**src/shared/progress_consts.svh**
```systemverilog
// Purpose: Offsets, field positions and reset values of the progress status block
// Assumes: 32-bit AXI4-Lite data, byte addresses
// Notes:   Offsets of the register window are locally chosen
`ifndef PROGRESS_CONSTS_SVH
`define PROGRESS_CONSTS_SVH

`define OFS_CONDITION      4'h0
`define OFS_CTRL           4'h4
`define OFS_INT_STATUS     4'h8
`define OFS_INT_MASK       4'hc

`define BIT_ZERO_CAL       0
`define BIT_MEASURE        4
`define BIT_WAIT_TRIG      5
`define BIT_SENSE_READ     10
`define BIT_LOWER_FAIL     11
`define BIT_UPPER_FAIL     12

`define COND_USED_MASK     16'h1c31
`define CTRL_RESET         2'h0
`define MASK_RESET         16'h0000

`define RESP_OKAY          2'h0
`define RESP_SLVERR        2'h2

`endif

```
**src/shared/progress_pkg.sv**
```systemverilog
// Purpose: Types of the progress status block
// Assumes: Constants come from progress_consts.svh
// Notes:   No constants here, only types
package progress_pkg;

    typedef struct packed {
        logic       zero_once_cmd;
        logic       selfcal_once_cmd;
        logic       zero_cal_all_cmd;
        logic       zero_cal_done;
    } cal_events_t;

    typedef struct packed {
        logic       measure_start;
        logic       measure_done;
        logic       trig_wait_enter;
        logic       idle_enter;
        logic       sense_read_active;
    } meas_events_t;

    typedef struct packed {
        logic [3:0] lower_enable;
        logic [3:0] lower_fail;
        logic [3:0] upper_enable;
        logic [3:0] upper_fail;
    } limit_results_t;

    typedef enum logic [1:0] {
        BUS_IDLE,
        BUS_WRESP,
        BUS_RRESP
    } bus_phase_t;

endpackage : progress_pkg

```
**src/hw/level_sync.sv**
```systemverilog
// Purpose: Three-stage synchroniser for a level from another domain
// Assumes: Input may change at any time
// Notes:   A change is taken once stages two and three agree
`timescale 1ns/1ps

module level_sync (
    // Clock and reset
    input  wire logic clk_i,
    input  wire logic rst_n_i,
    // Level
    input  wire logic async_i,
    output logic      level_o
);

    typedef struct packed {
        logic s1;
        logic s2;
        logic s3;
        logic q;
    } state_t;

    state_t state;
    state_t next_state;

    always_comb begin
        next_state    = state;
        next_state.s1 = async_i;
        next_state.s2 = state.s1;
        next_state.s3 = state.s2;
        // First stage feeds only the second
        if (state.s2 == state.s3) begin
            next_state.q = state.s3;
        end
    end

    always_ff @(posedge clk_i or negedge rst_n_i) begin
        if (!rst_n_i) begin
            state <= '0;
        end else begin
            state <= next_state;
        end
    end

    assign level_o = state.q;

endmodule : level_sync

```
**src/hw/limit_summary.sv**
```systemverilog
// Purpose: Folds per-channel and per-window limit results into two fail summaries
// Assumes: Results are valid in the cycle of the completion pulse
// Notes:   Summaries are held between measurements
`timescale 1ns/1ps
`include "progress_consts.svh"

module limit_summary (
    // Clock and reset
    input  wire logic                     clk_i,
    input  wire logic                     rst_n_i,
    // Measurement results
    input  wire logic                     done_i,
    input  wire progress_pkg::limit_results_t res_i,
    // Summaries
    output logic                          lower_fail_o,
    output logic                          upper_fail_o
);

    typedef struct packed {
        logic lower;
        logic upper;
    } state_t;

    state_t state;
    state_t next_state;

    always_comb begin
        next_state = state;
        if (done_i) begin
            // Disabled tests never report a failure
            next_state.lower = |(res_i.lower_enable & res_i.lower_fail); // RULE11 RULE12
            next_state.upper = |(res_i.upper_enable & res_i.upper_fail); // RULE13 RULE14
        end
    end

    always_ff @(posedge clk_i or negedge rst_n_i) begin
        if (!rst_n_i) begin
            state <= '0;
        end else begin
            state <= next_state; // RULE18
        end
    end

    assign lower_fail_o = state.lower;
    assign upper_fail_o = state.upper;

    property p_hold;
        @(posedge clk_i) disable iff (!rst_n_i)
        !done_i |=> ($stable(lower_fail_o) && $stable(upper_fail_o));
    endproperty
    a_hold: assert property (p_hold) else $error("Limit summary changed without completion"); // RULE18

    property p_lower;
        @(posedge clk_i) disable iff (!rst_n_i)
        done_i |=> (lower_fail_o == $past(|(res_i.lower_enable & res_i.lower_fail)));
    endproperty
    a_lower: assert property (p_lower) else $error("Lower fail summary wrong"); // RULE11

    property p_upper;
        @(posedge clk_i) disable iff (!rst_n_i)
        done_i |=> (upper_fail_o == $past(|(res_i.upper_enable & res_i.upper_fail)));
    endproperty
    a_upper: assert property (p_upper) else $error("Upper fail summary wrong"); // RULE13

endmodule : limit_summary

```
**src/hw/measurement_progress_status.sv**
```systemverilog
// Purpose: Measurement progress condition register with AXI4-Lite access
// Assumes: Event inputs are one-cycle pulses on clk_i; sensor read flag is asynchronous
// Notes:   Interrupt status is sticky, cleared by reading it
// Function
// (RULE1) Set bit 0 when zeroing starts
// (RULE2) Set bit 0 when calibration starts
// (RULE3) Combined query sets bit 0 at zeroing start
// (RULE4) Clear bit 0 when operation completes
// (RULE5) Bit 4 high while measure_in_progress
// (RULE6) Clear bit 4 when measurement finishes
// (RULE7) Set bit 5 entering trigger wait
// (RULE8) Clear bit 5 entering idle
// (RULE9) Bit 10 set during sensor memory read
// (RULE10) Bit 10 clear when no read
// (RULE11) Set bit 11 on lower limit fail
// (RULE12) Clear bit 11 when disabled or passing
// (RULE13) Set bit 12 on upper limit fail
// (RULE14) Clear bit 12 when disabled or passing
// (RULE15) Bits 0,4,5 summarise lower registers
// (RULE16) Bits 11,12 summarise limit-fail registers
// (RULE17) Unused bits always read zero
// (RULE18) Limit bits change only at completion
//
// Register access over AXI4-Lite and the register offsets were left to the implementer.
`timescale 1ns/1ps
`include "progress_consts.svh"

module measurement_progress_status (
    // Clock and reset
    input  wire logic                         clk_i,
    input  wire logic                         rst_n_i,
    // Process events
    input  wire progress_pkg::cal_events_t    cal_i,
    input  wire progress_pkg::meas_events_t   meas_i,
    input  wire progress_pkg::limit_results_t limits_i,
    // AXI4-Lite write address
    input  wire logic [3:0]                   s_axi_awaddr,
    input  wire logic                         s_axi_awvalid,
    output logic                              s_axi_awready,
    // AXI4-Lite write data
    input  wire logic [31:0]                  s_axi_wdata,
    input  wire logic [3:0]                   s_axi_wstrb,
    input  wire logic                         s_axi_wvalid,
    output logic                              s_axi_wready,
    // AXI4-Lite write response
    output logic [1:0]                        s_axi_bresp,
    output logic                              s_axi_bvalid,
    input  wire logic                         s_axi_bready,
    // AXI4-Lite read address
    input  wire logic [3:0]                   s_axi_araddr,
    input  wire logic                         s_axi_arvalid,
    output logic                              s_axi_arready,
    // AXI4-Lite read data
    output logic [31:0]                       s_axi_rdata,
    output logic [1:0]                        s_axi_rresp,
    output logic                              s_axi_rvalid,
    input  wire logic                         s_axi_rready,
    // Interrupt and live view
    output logic                              irq_o,
    output logic [15:0]                       condition_o
);

    typedef struct packed {
        logic                    zero_cal;
        logic                    measure_in_progress;
        logic                    wait_trig;
        logic [1:0]              ctrl;
        logic [15:0]             int_status;
        logic [15:0]             int_mask;
        logic [15:0]             prev_cond;
        logic                    aw_held;
        logic [3:0]              aw_addr;
        logic                    w_held;
        logic [31:0]             w_data;
        logic [3:0]              w_strb;
        progress_pkg::bus_phase_t wphase;
        progress_pkg::bus_phase_t rphase;
        logic [1:0]              bresp;
        logic [31:0]             rdata;
        logic [1:0]              rresp;
    } state_t;

    state_t state;
    state_t next_state;

    logic        sense_read;
    logic        lower_fail;
    logic        upper_fail;
    logic [15:0] cond;
    logic        cal_start;

    // Sensor memory reader runs on its own timing
    level_sync u_sense_sync (
        .clk_i   (clk_i),
        .rst_n_i (rst_n_i),
        .async_i (meas_i.sense_read_active),
        .level_o (sense_read)
    );

    limit_summary u_limits (
        .clk_i        (clk_i),
        .rst_n_i      (rst_n_i),
        .done_i       (meas_i.measure_done),
        .res_i        (limits_i),
        .lower_fail_o (lower_fail),
        .upper_fail_o (upper_fail)
    );

    function automatic logic addr_hit(input logic [3:0] a, input logic [3:0] ofs);
        addr_hit = (a[3:2] == ofs[3:2]);
    endfunction : addr_hit

    function automatic logic addr_known(input logic [3:0] a);
        addr_known = addr_hit(a, `OFS_CONDITION) | addr_hit(a, `OFS_CTRL)
                   | addr_hit(a, `OFS_INT_STATUS) | addr_hit(a, `OFS_INT_MASK);
    endfunction : addr_known

    // Combined query starts with its zeroing phase
    assign cal_start = cal_i.zero_once_cmd | cal_i.selfcal_once_cmd
                     | cal_i.zero_cal_all_cmd; // RULE1 RULE2 RULE3

    always_comb begin
        cond                    = 16'h0000; // RULE17
        cond[`BIT_ZERO_CAL]     = state.zero_cal; // RULE15
        cond[`BIT_MEASURE]      = state.measure_in_progress; // RULE15
        cond[`BIT_WAIT_TRIG]    = state.wait_trig; // RULE15
        cond[`BIT_SENSE_READ]   = sense_read; // RULE9 RULE10
        cond[`BIT_LOWER_FAIL]   = lower_fail; // RULE16
        cond[`BIT_UPPER_FAIL]   = upper_fail; // RULE16
    end

    always_comb begin
        next_state = state;

        // Start wins over done if both arrive together, a new operation is running
        if (cal_start) begin
            next_state.zero_cal = 1'b1; // RULE1 RULE2 RULE3
        end else if (cal_i.zero_cal_done) begin
            next_state.zero_cal = 1'b0; // RULE4
        end
        if (meas_i.measure_start) begin
            next_state.measure_in_progress = 1'b1; // RULE5
        end else if (meas_i.measure_done) begin
            next_state.measure_in_progress = 1'b0; // RULE6
        end
        if (meas_i.trig_wait_enter) begin
            next_state.wait_trig = 1'b1; // RULE7
        end else if (meas_i.idle_enter) begin
            next_state.wait_trig = 1'b0; // RULE8
        end

        // Write channel capture, either order
        if (s_axi_awvalid && s_axi_awready) begin
            next_state.aw_held = 1'b1;
            next_state.aw_addr = s_axi_awaddr;
        end
        if (s_axi_wvalid && s_axi_wready) begin
            next_state.w_held = 1'b1;
            next_state.w_data = s_axi_wdata;
            next_state.w_strb = s_axi_wstrb;
        end

        // Read clears interrupt status; new rising edges set it in the same cycle
        next_state.prev_cond = cond;
        if (state.rphase == progress_pkg::BUS_IDLE && s_axi_arvalid
            && addr_hit(s_axi_araddr, `OFS_INT_STATUS)) begin
            next_state.int_status = 16'h0000;
        end

        if (state.wphase == progress_pkg::BUS_IDLE && state.aw_held && state.w_held) begin
            next_state.aw_held = 1'b0;
            next_state.w_held  = 1'b0;
            next_state.wphase  = progress_pkg::BUS_WRESP;
            next_state.bresp   = addr_known(state.aw_addr) ? `RESP_OKAY : `RESP_SLVERR;
            if (addr_hit(state.aw_addr, `OFS_CTRL) && state.w_strb[0]) begin
                next_state.ctrl = state.w_data[1:0];
            end
            if (addr_hit(state.aw_addr, `OFS_INT_MASK)) begin
                if (state.w_strb[0]) begin
                    next_state.int_mask[7:0] = state.w_data[7:0];
                end
                if (state.w_strb[1]) begin
                    next_state.int_mask[15:8] = state.w_data[15:8];
                end
            end
        end else if (state.wphase == progress_pkg::BUS_WRESP && s_axi_bready) begin
            next_state.wphase = progress_pkg::BUS_IDLE;
        end

        case (state.rphase)
            progress_pkg::BUS_IDLE: begin
                if (s_axi_arvalid) begin
                    next_state.rphase = progress_pkg::BUS_RRESP;
                    next_state.rresp  = addr_known(s_axi_araddr) ? `RESP_OKAY : `RESP_SLVERR;
                    next_state.rdata  = 32'h0000_0000;
                    if (addr_hit(s_axi_araddr, `OFS_CONDITION)) begin
                        next_state.rdata[15:0] = cond;
                    end else if (addr_hit(s_axi_araddr, `OFS_CTRL)) begin
                        next_state.rdata[1:0] = state.ctrl;
                    end else if (addr_hit(s_axi_araddr, `OFS_INT_STATUS)) begin
                        next_state.rdata[15:0] = state.int_status;
                    end else if (addr_hit(s_axi_araddr, `OFS_INT_MASK)) begin
                        next_state.rdata[15:0] = state.int_mask;
                    end
                end
            end
            progress_pkg::BUS_RRESP: begin
                if (s_axi_rready) begin
                    next_state.rphase = progress_pkg::BUS_IDLE;
                end
            end
            default: begin
                next_state.rphase = progress_pkg::BUS_IDLE;
            end
        endcase

        // Set beats clear: rising condition bits, gated by ctrl bit 0 (event enable)
        if (state.ctrl[0]) begin
            next_state.int_status = next_state.int_status
                                  | (cond & ~state.prev_cond & `COND_USED_MASK);
        end
    end

    always_ff @(posedge clk_i or negedge rst_n_i) begin
        if (!rst_n_i) begin
            state          <= '0;
            state.ctrl     <= `CTRL_RESET;
            state.int_mask <= `MASK_RESET;
        end else begin
            state <= next_state;
        end
    end

    assign s_axi_awready = !state.aw_held;
    assign s_axi_wready  = !state.w_held;
    assign s_axi_bvalid  = (state.wphase == progress_pkg::BUS_WRESP);
    assign s_axi_bresp   = state.bresp;
    assign s_axi_arready = (state.rphase == progress_pkg::BUS_IDLE);
    assign s_axi_rvalid  = (state.rphase == progress_pkg::BUS_RRESP);
    assign s_axi_rdata   = state.rdata;
    assign s_axi_rresp   = state.rresp;
    assign irq_o         = |(state.int_status & state.int_mask);
    assign condition_o   = cond;

    property p_cal_set;
        @(posedge clk_i) disable iff (!rst_n_i)
        cal_start |=> condition_o[0];
    endproperty
    a_cal_set: assert property (p_cal_set) else $error("Bit 0 not set at cal start"); // RULE1

    property p_cal_clr;
        @(posedge clk_i) disable iff (!rst_n_i)
        (cal_i.zero_cal_done && !cal_start) |=> !condition_o[0];
    endproperty
    a_cal_clr: assert property (p_cal_clr) else $error("Bit 0 not cleared at cal end"); // RULE4

    property p_meas;
        @(posedge clk_i) disable iff (!rst_n_i)
        meas_i.measure_start |=> condition_o[4];
    endproperty
    a_meas: assert property (p_meas) else $error("Bit 4 not set at start"); // RULE5

    property p_meas_hold;
        @(posedge clk_i) disable iff (!rst_n_i)
        (condition_o[4] && !meas_i.measure_done) |=> condition_o[4];
    endproperty
    a_meas_hold: assert property (p_meas_hold) else $error("Bit 4 dropped early"); // RULE5

    property p_meas_clr;
        @(posedge clk_i) disable iff (!rst_n_i)
        (meas_i.measure_done && !meas_i.measure_start) |=> !condition_o[4];
    endproperty
    a_meas_clr: assert property (p_meas_clr) else $error("Bit 4 not cleared"); // RULE6

    property p_trig;
        @(posedge clk_i) disable iff (!rst_n_i)
        meas_i.trig_wait_enter |=> condition_o[5];
    endproperty
    a_trig: assert property (p_trig) else $error("Bit 5 not set"); // RULE7

    property p_idle;
        @(posedge clk_i) disable iff (!rst_n_i)
        (meas_i.idle_enter && !meas_i.trig_wait_enter) |=> !condition_o[5];
    endproperty
    a_idle: assert property (p_idle) else $error("Bit 5 not cleared"); // RULE8

    property p_sense;
        @(posedge clk_i) disable iff (!rst_n_i)
        $rose(meas_i.sense_read_active) ##1 meas_i.sense_read_active [*3] |=> condition_o[10];
    endproperty
    a_sense: assert property (p_sense) else $error("Bit 10 not following read"); // RULE9

    property p_unused;
        @(posedge clk_i) disable iff (!rst_n_i)
        (condition_o & ~`COND_USED_MASK) == 16'h0000;
    endproperty
    a_unused: assert property (p_unused) else $error("Unused condition bit set"); // RULE17

endmodule : measurement_progress_status

```
**config.mk**
```make
export PLATFORM = sky130hd
export DESIGN_NAME = measurement_progress_status
export DESIGN_NICKNAME = d
export VERILOG_FILES = /design/src/shared/progress_pkg.sv /design/src/hw/level_sync.sv /design/src/hw/limit_summary.sv /design/src/hw/measurement_progress_status.sv
export VERILOG_INCLUDE_DIRS = /design/src /design/src/shared
export SDC_FILE = /design/constraint.sdc
export NUM_CORES = 1
export LEC_CHECK = 0
export ABC_AREA = 1
export BUFFER_PORTS_ARGS = -buffer_cell sky130_fd_sc_hd__buf_4
export CAP_MARGIN = 20
export CORE_AREA = 2 2 87 89
export DETAILED_ROUTE_END_ITERATION = 7
export DIE_AREA = 0 0 89 91
export PLACE_DENSITY = 0.83
export SETUP_SLACK_MARGIN = 0.15
export SYNTH_ARGS = -nofsm -noshare
export SYNTH_HDL_FRONTEND = slang
export SYNTH_SLANG_ARGS = --single-unit
export TNS_END_PERCENT = 50
```
**constraint.sdc**
```tcl
create_clock -name clk_i -period 2 [get_ports clk_i]
set_input_delay 0.4 -clock clk_i [delete_from_list [all_inputs] [get_ports clk_i]]
set_output_delay 0.4 -clock clk_i [all_outputs]
set_load 0.01 [all_outputs]
```
==> metrics, run 1 <==
Yosys reg bits=81; share of the synthesized area in the top cell type=0.550; vias per inst=4.79; largest cells by area after synthesis=dfrtp_1 55%, nand2_1 14%, buf_4 11%, nand3_1 6.0%, inv_1 2.0%; crit-path max FO=3; grt met3 use=0.0327; filler cell count=657; largest net degree at the start of global routing=46; startpoint types=register; DR vias=2776; Avg WL per Cell=12.2 um; initial antenna violation count=0; # hold bufs at CTS=0; GRT Total Usage=0.181; htree depth=3; R2R depth=5; # clock sinks=81; Clock Tree Root=clkbuf_8; status=finished, final reports clean; mux share of post-synthesis cell area=0.00272; Die Y=a little over 90 um; Slew headroom=0.601; Worst-Skew Late Latency=0.34 ns; Pre-Repair DR Iteration Count=4; Max Buffers Root-to-Sink=2; Multi-input gate area=1210 um^2; unrepaired setup endpoints after global routing=no; Fin Clk Skew=0.00902 ns; DP Wirelength=approximately 5000 um; Cell Area, Synth=3680 um^2; HP Class=in -> async; xor and xnor area share after synthesis=0; P_leak=2.36 nW; layout cells sized above 1=0.231; minimum clock period after layout=1.66 ns; placer congestion estimate=between 0.8 and 0.9; WL final=slightly above 7000 um; Synth Area in Simple Gates=0.253; Util after Layout=0.608; area share of fa/ha/maj cells after synthesis=0.00272; Slew @ Worst Pin=0.598 ns; final setup margin=0.345 ns; # IOs=between 100 and 150; Routed Antenna Nets=0; Final Hold Fails=0; Reg area=2030 um^2; cell area after layout=roughly 4300 um^2; highest clock rate=0.604 GHz; die area=~8100 um^2; Crit Path Category=reg -> out; Final #Nets=between 500 and 600; main combinational cell family by area after synthesis=simple AND/OR/NAND/NOR gates; GRT Residual Overflow=0; first-pass GRT wire length=11500 um; Critical Path AT=1.26 ns; Clock Pin Slew Worst Setup and Hold Paths=0.08 ns; Synth Area in Compound Gates=0.0408; DP Worst Slack=0.602 ns; crit share post-route=0.828; Critical Path Sink Type=output pin; MaxCap Viol Count=0; # port buffers=between 80 and 90; dpl cells=564; Synth Warn #=0; post-CTS setup buffers=0; Placed Area=4110 um^2; busiest grt layer=met2; largest area contributor in the synthesized netlist=dfrtp_1; Seq/Total Area, Yosys=0.550; CTS buffer count=9; Layout Area Growth over Synthesis=17.9%; core box area=around 7000 um^2; final hold slack=0.00995 ns; GR Layer Usage met1=0.249; maximum VDD drop=727 uV; CTS tree=yes; Design Power=5.47 mW; vias in the first global route=2615; Detailed Route Iter0 Violations=162; Critical Path RT=1.60 ns; met2 Use GR=0.281; non-filler instance count after layout=579; post_cts resized=0; TNS Setup=0 ns; initial core utilization=0.516; ant diodes=0; Rows=31; count of final setup violators=0; DRC viols=0; die width=89 um; Slew Limit Fails=0; PwrDens=1260 nW/um^2; Avg Synthesized Cell Area=8.88 um^2; Netlist cell types=23; Mapped Cells=about 420
kinds of logic after synthesis:
group	after synthesis
muxes	1
DFF	81
adders and majority gates	1
AOI/OAI and AO/OA	26
and+or+nand+nor	218
other	1
buffers and inverters	87
cell type report:
class / instances / share of cell area
Timing Repair Buffer: 87 / 0.153
Clock inverter: 6 / 0.0248
Tap cell: 99 / 0.0285
Clock buffer: 9 / 0.0285
Inverter: 23 / 0.0199
Sequential cell: 81 / 0.467
Multi-Input combinational cell: 274 / 0.278
critical path, cell delays in order (launching register included):
cell	delay (ns)
dfrtp_1	0.41
nand2_1	0.07
o21ai_0	0.09
a21oi_1	0.13
nand2_1	0.08
buf_4	0.14
layout by cell type, fill, tap and decap left out, types with 3 or more instances in the layout:
| cell type | synthesis | layout |
|---|---|---|
| nand2_1 | 142 | 142 |
| buf_4 | 55 | 86 |
| dfrtp_1 | 81 | 81 |
| nand3_1 | 44 | 44 |
| conb_1 | 1 | 28 |
| inv_1 | 20 | 20 |
| nor2_1 | 15 | 15 |
| o21ai_0 | 10 | 10 |
| nand4_1 | 10 | 10 |
| clkbuf_8 | 0 | 9 |
| a21oi_1 | 7 | 7 |
| o31ai_1 | 4 | 4 |
| inv_2 | 3 | 3 |
| o21bai_1 | 3 | 3 |
| bufinv_16 | 0 | 3 |
cell usage after synthesis, drive strengths merged:
cell and number:
a21oi 7, buf 64, conb 1, dfrtp 81
inv 23, maj3 1, mux2i 1, nand2 144
nand3 45, nand4 10, nor2 17, nor3 2
o21ai 10, o21bai 3, o22ai 2, o31ai 4
registers in the layout, indices dropped and copies added (netlist names):
| name | cells |
|---|---|
| u_limits.upper_fail_o | 1 |
| condition_o | 3 |
| u_limits.lower_fail_o | 1 |
| s_axi_rdata | 16 |
| s_axi_rresp | 1 |
| u_sense_sync.state | 1 |
| u_sense_sync.next_state | 2 |
| s_axi_bresp | 1 |
| state | 54 |
| u_sense_sync.level_o | 1 |
routing by layer:
layer	vias to the layer above	wire, um
met1	1287	3220
met2	104	3230
met3	13	463
met4	0	135
met5	-	0
li1	1372	-
power breakdown:
group | internal (mW) | switching [mW]
registers | 2.19 | 0.409
logic | 0.611 | 0.874
clock network | 0.818 | 0.560
total | 3.62 | 1.84
final timing paths:
kind	slack (ns)	startpoint	endpoint
max reg2reg	0.70	state[37]$_DFFE_PN0P_	state[124]$_DFF_PN0_
min reg2reg	0.35	u_sense_sync.next_state[2]$_DFF_PN0_	u_sense_sync.next_state[1]$_DFF_PN0_
max	0.34	state[109]$_DFFE_PN0P_	irq_o
min	0.01	rst_n_i	s_axi_rdata[15]$_DFFE_PN0P_
min in group clk_i	0.17	meas_i[0]	u_sense_sync.next_state[2]$_DFF_PN0_
max in group asynchronous	1.39	rst_n_i	state[80]$_DFFE_PN0P_
Note: power is estimated with default switching activity, not from simulation.
==> run 2: changes to the inputs <==
--- a/config.mk
+++ b/config.mk
@@ -6,13 +6,13 @@
 export SDC_FILE = /design/constraint.sdc
 export NUM_CORES = 1
 export LEC_CHECK = 0
-export ABC_AREA = 1
+export ABC_AREA = 0
 export BUFFER_PORTS_ARGS = -buffer_cell sky130_fd_sc_hd__buf_4
 export CAP_MARGIN = 20
-export CORE_AREA = 2 2 87 89
+export CORE_AREA = 2 2 93 95
 export DETAILED_ROUTE_END_ITERATION = 7
-export DIE_AREA = 0 0 89 91
-export PLACE_DENSITY = 0.83
+export DIE_AREA = 0 0 95 97
+export PLACE_DENSITY = 0.75
 export SETUP_SLACK_MARGIN = 0.15
 export SYNTH_ARGS = -nofsm -noshare
 export SYNTH_HDL_FRONTEND = slang
==> constraint.sdc (replaced) <==
create_clock -name clk_i -period 1.4 [get_ports clk_i]
set_input_delay 0.28 -clock clk_i [delete_from_list [all_inputs] [get_ports clk_i]]
set_output_delay 0.28 -clock clk_i [all_outputs]
set_load 0.01 [all_outputs]
==> metrics, run 2 <==
Max Buffers Root-to-Sink=2 (unchanged); number of synthesized flops with an enable pin=0 (unchanged); highest-count cells in the layout ignoring fill and taps=85 x buf_4, 75 x dfrtp_1, 39 x mux2_4; hold_sp=meas_i[0]; Avg WL per Cell=16.1 um (+32%); status=complete, but fails checks; die width=95 um (+6.7%); # clock sinks=81 (unchanged); count of final setup violators=1 (+1); ys flop type=dfrtp_1; Clock Tree Root=clkbuf_8; maximum VDD drop=904 uV (+24%); core box area=8130 um^2 (+14%); die area=9220 um^2 (+14%); crit-path max FO=2 (-1); startpoint types=register; non-filler instance count after layout=473 (-18%); Slew @ Worst Pin=0.627 ns (+0.0290 ns); Critical Path Sink Type=output pin; layout cells sized above 1=0.511 (+0.280); hold path cells=1; largest net degree at the start of global routing=28 (-39%); Routed Antenna Nets=0 (unchanged); initial core utilization=0.438 (-0.0782); Clock Pin Slew Worst Setup and Hold Paths=0.08 ns (about the same); Fin Clk Skew=0.00851 ns (-0.000508 ns); vias in the first global route=2360 (-9.8%); first-pass GRT wire length=11800 um (+2.6%); htree depth=3 (unchanged); Final #Nets=440 (-20%); initial antenna violation count=0 (unchanged); # IOs=134 (unchanged); TNS Setup=-0.107 ns (-0.107 ns); GRT Residual Overflow=0 (unchanged); Critical Path RT=1.12 ns (-0.48 ns); worst r2r src=state[102]$_DFFE_PN0P_; Seq/Total Area, Yosys=0.569 (+0.0187); r2r setup slk=0.03 ns (-0.67 ns); final setup margin=-0.107 ns (-0.452 ns); CTS buffer count=9 (unchanged); Worst-Skew Late Latency=0.36 ns (+0.02 ns); Slew headroom=0.581 (-0.0199); vias per inst=4.76 (-0.70%); Synth top cells by count=81 x dfrtp_1, 53 x buf_4, 42 x mux2_2, 16 x nand2_1, 13 x nor2_1; Rows=33 (+6.5%); Largest register FFs=54 (unchanged); DP Wirelength=4960 um (-3.3%); Yosys reg bits=81 (unchanged); highest clock rate=0.664 GHz; final hold slack=0.0269 ns (+0.0170 ns); Detailed Route Iter0 Violations=127 (-22%); DRC viols=0 (unchanged); share of the synthesized area in the top cell type=0.569 (+0.0187); Cell Area, Synth=3560 um^2 (-3.3%); Top reg by flops=state; most common cell after layout, fill and taps aside=buf_4; dpl cells=443 (-21%); FF-to-FF End=s_axi_rdata[4]$_DFFE_PN0P_; top-count cell post-synth=dfrtp_1; Crit Path Category=reg -> out; Pre-Repair DR Iteration Count=4 (unchanged); PwrDens=1860 nW/um^2 (+48%); Critical Path AT=1.23 ns (-0.03 ns); Die Y=97 um (+6.6%); Netlist cell types=32 (+39%); largest cells by area after synthesis=dfrtp_1 57%, mux2_2 13%, buf_4 11%, a22o_1 2.2%, nand2_1 1.7%; minimum clock period after layout=1.51 ns; Final Hold Fails=0 (unchanged); async set-reset flop share out of synthesis=1.00 (unchanged); Worst Hold Path EP=u_sense_sync.next_state[2]$_DFF_PN0_; WL final=7610 um (+7.8%); placer congestion estimate=0.838 (-0.79%); DR vias=2252 (-19%); HP Class=in -> reg; CTS tree=yes; GRT Total Usage=0.168 (-0.0136); Mapped Cells=278 (-33%); failing checks=setup timing; Synth Warn #=0 (unchanged); Util after Layout=0.582 (-0.0266); R2R depth=5 (unchanged); Slew Limit Fails=0 (unchanged); P_leak=2.31 nW (-1.8%); largest area contributor in the synthesized netlist=dfrtp_1; crit share post-route=1.08; ant diodes=0 (unchanged); Avg Synthesized Cell Area=12.8 um^2 (+44%); unrepaired setup endpoints after global routing=yes; # port buffers=83 (unchanged); Layout Area Growth over Synthesis=32.8%; MaxCap Viol Count=0 (unchanged)
[run 2: changes by cell type in the layout (fill, tap and decap cells not counted), moves of 9 or more]
cell	delta
inv_1	-15
nand2_1	-126
a22o_1	+9
nand3_1	-41
buf_6	+16
mux2_4	+39
nand4_1	-10
[run 2: worst max-delay path, cell delays in order (launching register included)]
cell and delay (ns):
dfrtp_1 0.42, a22oi_1 0.19, nand3_1 0.12, buf_6 0.14
[run 2: final cells by class]
cell class                      count  area [um^2]
Tap cell                          105          131
Sequential cell                    81         2030
Fill cell                         641         3400
Clock buffer                        9          124
Inverter                            8         30.0
Timing Repair Buffer              108          953
Clock inverter                      6          108
Multi-Input combinational cell    156         1350
[run 2: how the worst max path moves through the flow]
stage,start,to,slack (ns),cells after the start
5_1_grt,state[108]$_DFFE_PN0P_,irq_o,-0.17,3
2_1_floorplan,state[38]$_DFFE_PN0P_,state[130]$_DFFE_PN0P_,0.10,3
6_report,state[108]$_DFFE_PN0P_,irq_o,-0.11,3
3_3_place_gp,state[38]$_DFFE_PN0P_,state[103]$_DFFE_PN0P_,0.06,3
3_5_place_dp,state[38]$_DFFE_PN0P_,state[103]$_DFFE_PN0P_,0.03,3
4_1_cts,state[119]$_DFF_PN0_,irq_o,-0.08,3
[run 2: metal layers]
| metal | vias to the layer above | GRT usage | part of all wire |
|---|---|---|---|
| li1 | 1043 | - | - |
| met1 | 1126 | 0.211 | 0.42 |
| met2 | 67 | 0.272 | 0.52 |
| met3 | 16 | 0.0405 | 0.043 |
| met4 | 0 | 0.0758 | 0.023 |
| met5 | - | 0 | 0 |
[run 2: per-stage QoR]
step	cell area (um^2)	setup WS (ns)	total power, mW
3_5_place_dp	4080	0.0302	5.92
2_1_floorplan	3670	0.104	5.22
6_report	4730	-0.107	8.82
3_3_place_gp	4080	0.0558	5.79
4_1_cts	4590	-0.0794	8.53
5_1_grt	4730	-0.168	9.31
[run 2: kinds of logic after synthesis]
group / count (synthesis) / share of synthesized area
and+or+nand+nor: 45 / 0.0664
DFF: 81 / 0.569
other: 1 / 0.00105
adders and majority gates: 1 / 0.00281
AOI/OAI and AO/OA: 37 / 0.0766
muxes: 45 / 0.146
buffers and inverters: 68 / 0.138
[run 2: repair_timing]
action                                 CTS  global route
buffers inserted                         8             5
gates resized for setup                 51            21
hold buffers                             1             0
gates cloned                             0             1
setup endpoints to repair               45            68
endpoints found under the hold margin   22             0
pin swaps                                3            11
[run 2: power breakdown]
group,leakage [nW],internal (mW),total [mW],switching (mW)
logic,1.23,1.92,3.02,1.10
registers,0.968,3.16,3.80,0.636
clock network,0.115,1.17,2.00,0.837
total,2.31,6.25,8.82,2.57
==> run 3: changes to the inputs <==
--- a/config.mk
+++ b/config.mk
@@ -12,6 +12,7 @@
 export CORE_AREA = 2 2 93 95
 export DETAILED_ROUTE_END_ITERATION = 7
 export DIE_AREA = 0 0 95 97
+export HOLD_SLACK_MARGIN = 0.12
 export PLACE_DENSITY = 0.75
 export SETUP_SLACK_MARGIN = 0.15
 export SYNTH_ARGS = -nofsm -noshare
==> metrics, run 3 (same netlist as run 2, synthesis figures left out) <==
status=complete, but fails checks; failing checks=setup timing; Final Hold Fails=0 (unchanged); crit-path leading delay family=flip-flops; startpoint types=register; Clock Pin Slew Worst Setup and Hold Paths=0.08 ns (about the same); count of final setup violators=1 (unchanged); PwrDens=1830 nW/um^2 (-1.7%); minimum clock period after layout=1.50 ns (-0.00566 ns); Critical Path RT=1.12 ns (about the same); DR vias=2270 (+0.80%); ant diodes=0 (unchanged); GRT Residual Overflow=0 (unchanged); unrepaired setup endpoints after global routing=yes; Max Buffers Root-to-Sink=2 (unchanged); maximum VDD drop=905 uV (+0.19%); Layout Area Growth over Synthesis=35.1%; # port buffers=83 (unchanged); layout cells sized above 1=0.500 (-0.0109); highest clock rate=0.666 GHz (+0.38%); GRT Total Usage=0.169 (+0.00153); # IOs=134 (unchanged); die width=95 um (unchanged); CTS tree=yes; Final #Nets=448 (+1.8%); initial core utilization=0.438 (unchanged); # clock sinks=81 (unchanged); placer congestion estimate=0.838 (unchanged); TNS Setup=-0.101 ns (+0.00566 ns); Slew Limit Fails=0 (unchanged); Die Y=97 um (unchanged); Pre-Repair DR Iteration Count=4 (unchanged); non-filler instance count after layout=481 (+1.7%); crit-path max FO=2 (unchanged); initial antenna violation count=0 (unchanged); Util after Layout=0.592 (+0.00984); Slew headroom=0.582 (+0.00103); largest net degree at the start of global routing=28 (unchanged); CP max stage delay=0.41 ns (about the same); slowest library cell on the worst path=dfrtp_1; Clock Tree Root=clkbuf_8; Top reg by flops=state; crit path buf inv count=1 (unchanged); vias in the first global route=2407 (+2.0%); DP Wirelength=4960 um (unchanged); Critical Path AT=1.22 ns (about the same); Largest register FFs=54 (unchanged); first-pass GRT wire length=11900 um (+0.64%); highest-count cells in the layout ignoring fill and taps=85 x buf_4, 75 x dfrtp_1, 39 x mux2_4; WL final=7600 um (-0.11%); Crit Path Category=reg -> out; core box area=8130 um^2 (unchanged); vias per inst=4.72 (-0.88%); most common cell after layout, fill and taps aside=buf_4; Critical Path Sink Type=output pin; Detailed Route Iter0 Violations=112 (-12%); HP Class=in -> reg; htree depth=3 (unchanged); Rows=33 (unchanged); final setup margin=-0.101 ns (+0.00566 ns); crit share post-route=1.07 (-0.00405); Fin Clk Skew=0.00968 ns (+0.00117 ns); DP Worst Slack=0.0302 ns (unchanged); Worst-Skew Late Latency=0.36 ns (about the same); dpl cells=443 (unchanged); die area=9220 um^2 (unchanged); Avg WL per Cell=15.8 um (-1.8%); DRC viols=0 (unchanged); Routed Antenna Nets=0 (unchanged); crit path cell chain=a22oi_1 > nand3_1 > buf_6; MaxCap Viol Count=0 (unchanged); P_leak=2.35 nW (+1.4%); Slew @ Worst Pin=0.625 ns (-0.00154 ns); CTS buffer count=9 (unchanged)
==> run 3: power by group <==
group          switching [mW]  internal, mW  leakage, nW
sequential              0.629          3.17        0.968
combinational            1.10          1.93         1.26
clock                   0.824          1.17        0.115
==> run 3: routing by layer <==
metal	vias up	wire, um	track usage
li1	1060	-	-
met4	0	184	0.0825
met5	-	0	0
met2	70	3910	0.270
met1	1123	3170	0.214
met3	17	339	0.0405
==> run 3: through the flow <==
stage	power [mW]	hold WS [ns]	instance area (um^2)
after global placement	5.79	0.211	4080
after CTS	8.55	0.121	4670
final	8.82	0.125	4810
after detailed placement	5.92	0.216	4080
after floorplan	5.22	-0.0156	3670
after global routing	9.32	0.134	4810
==> run 3: worst min-delay path, delay by kind of cell <==
| kind | cells | cell delay (ns) |
|---|---|---|
| simple gates | 1 | 0.03 |
| buf+inv | 1 | 0.07 |
| compound gates | 1 | 0.06 |
==> run 3: repair_timing <==
action	CTS	global route
setup buffers	8	5
endpoints found under the hold margin	29	0
gates cloned	0	1
pin swaps	3	10
endpoints found under the setup margin	45	68
hold buffers	9	0
resized for setup	51	21
==> run 3: final timing paths <==
kind / cells after the start / start / to / slack (ns)
max in group asynchronous: 3 / rst_n_i / condition_o[5]$_DFFE_PN0P_ / 0.55
max: 3 / state[108]$_DFFE_PN0P_ / irq_o / -0.10
min reg2reg: 0 / u_sense_sync.next_state[2]$_DFF_PN0_ / u_sense_sync.next_state[1]$_DFF_PN0_ / 0.36
min in group asynchronous: 2 / rst_n_i / s_axi_rdata[2]$_DFFE_PN0P_ / 0.37
min: 3 / cal_i[3] / condition_o[0]$_DFFE_PN0P_ / 0.12
max reg2reg: 5 / state[102]$_DFFE_PN0P_ / s_axi_rdata[4]$_DFFE_PN0P_ / 0.04
==> run 3: area by class of cell <==
cell class	instances	area [um^2]
Inverter	8	30.0
Fill cell	630	3320
Sequential cell	81	2030
Timing Repair Buffer	116	1030
Tap cell	105	131
Clock buffer	9	124
Clock inverter	6	108
Multi-Input combinational cell	156	1350
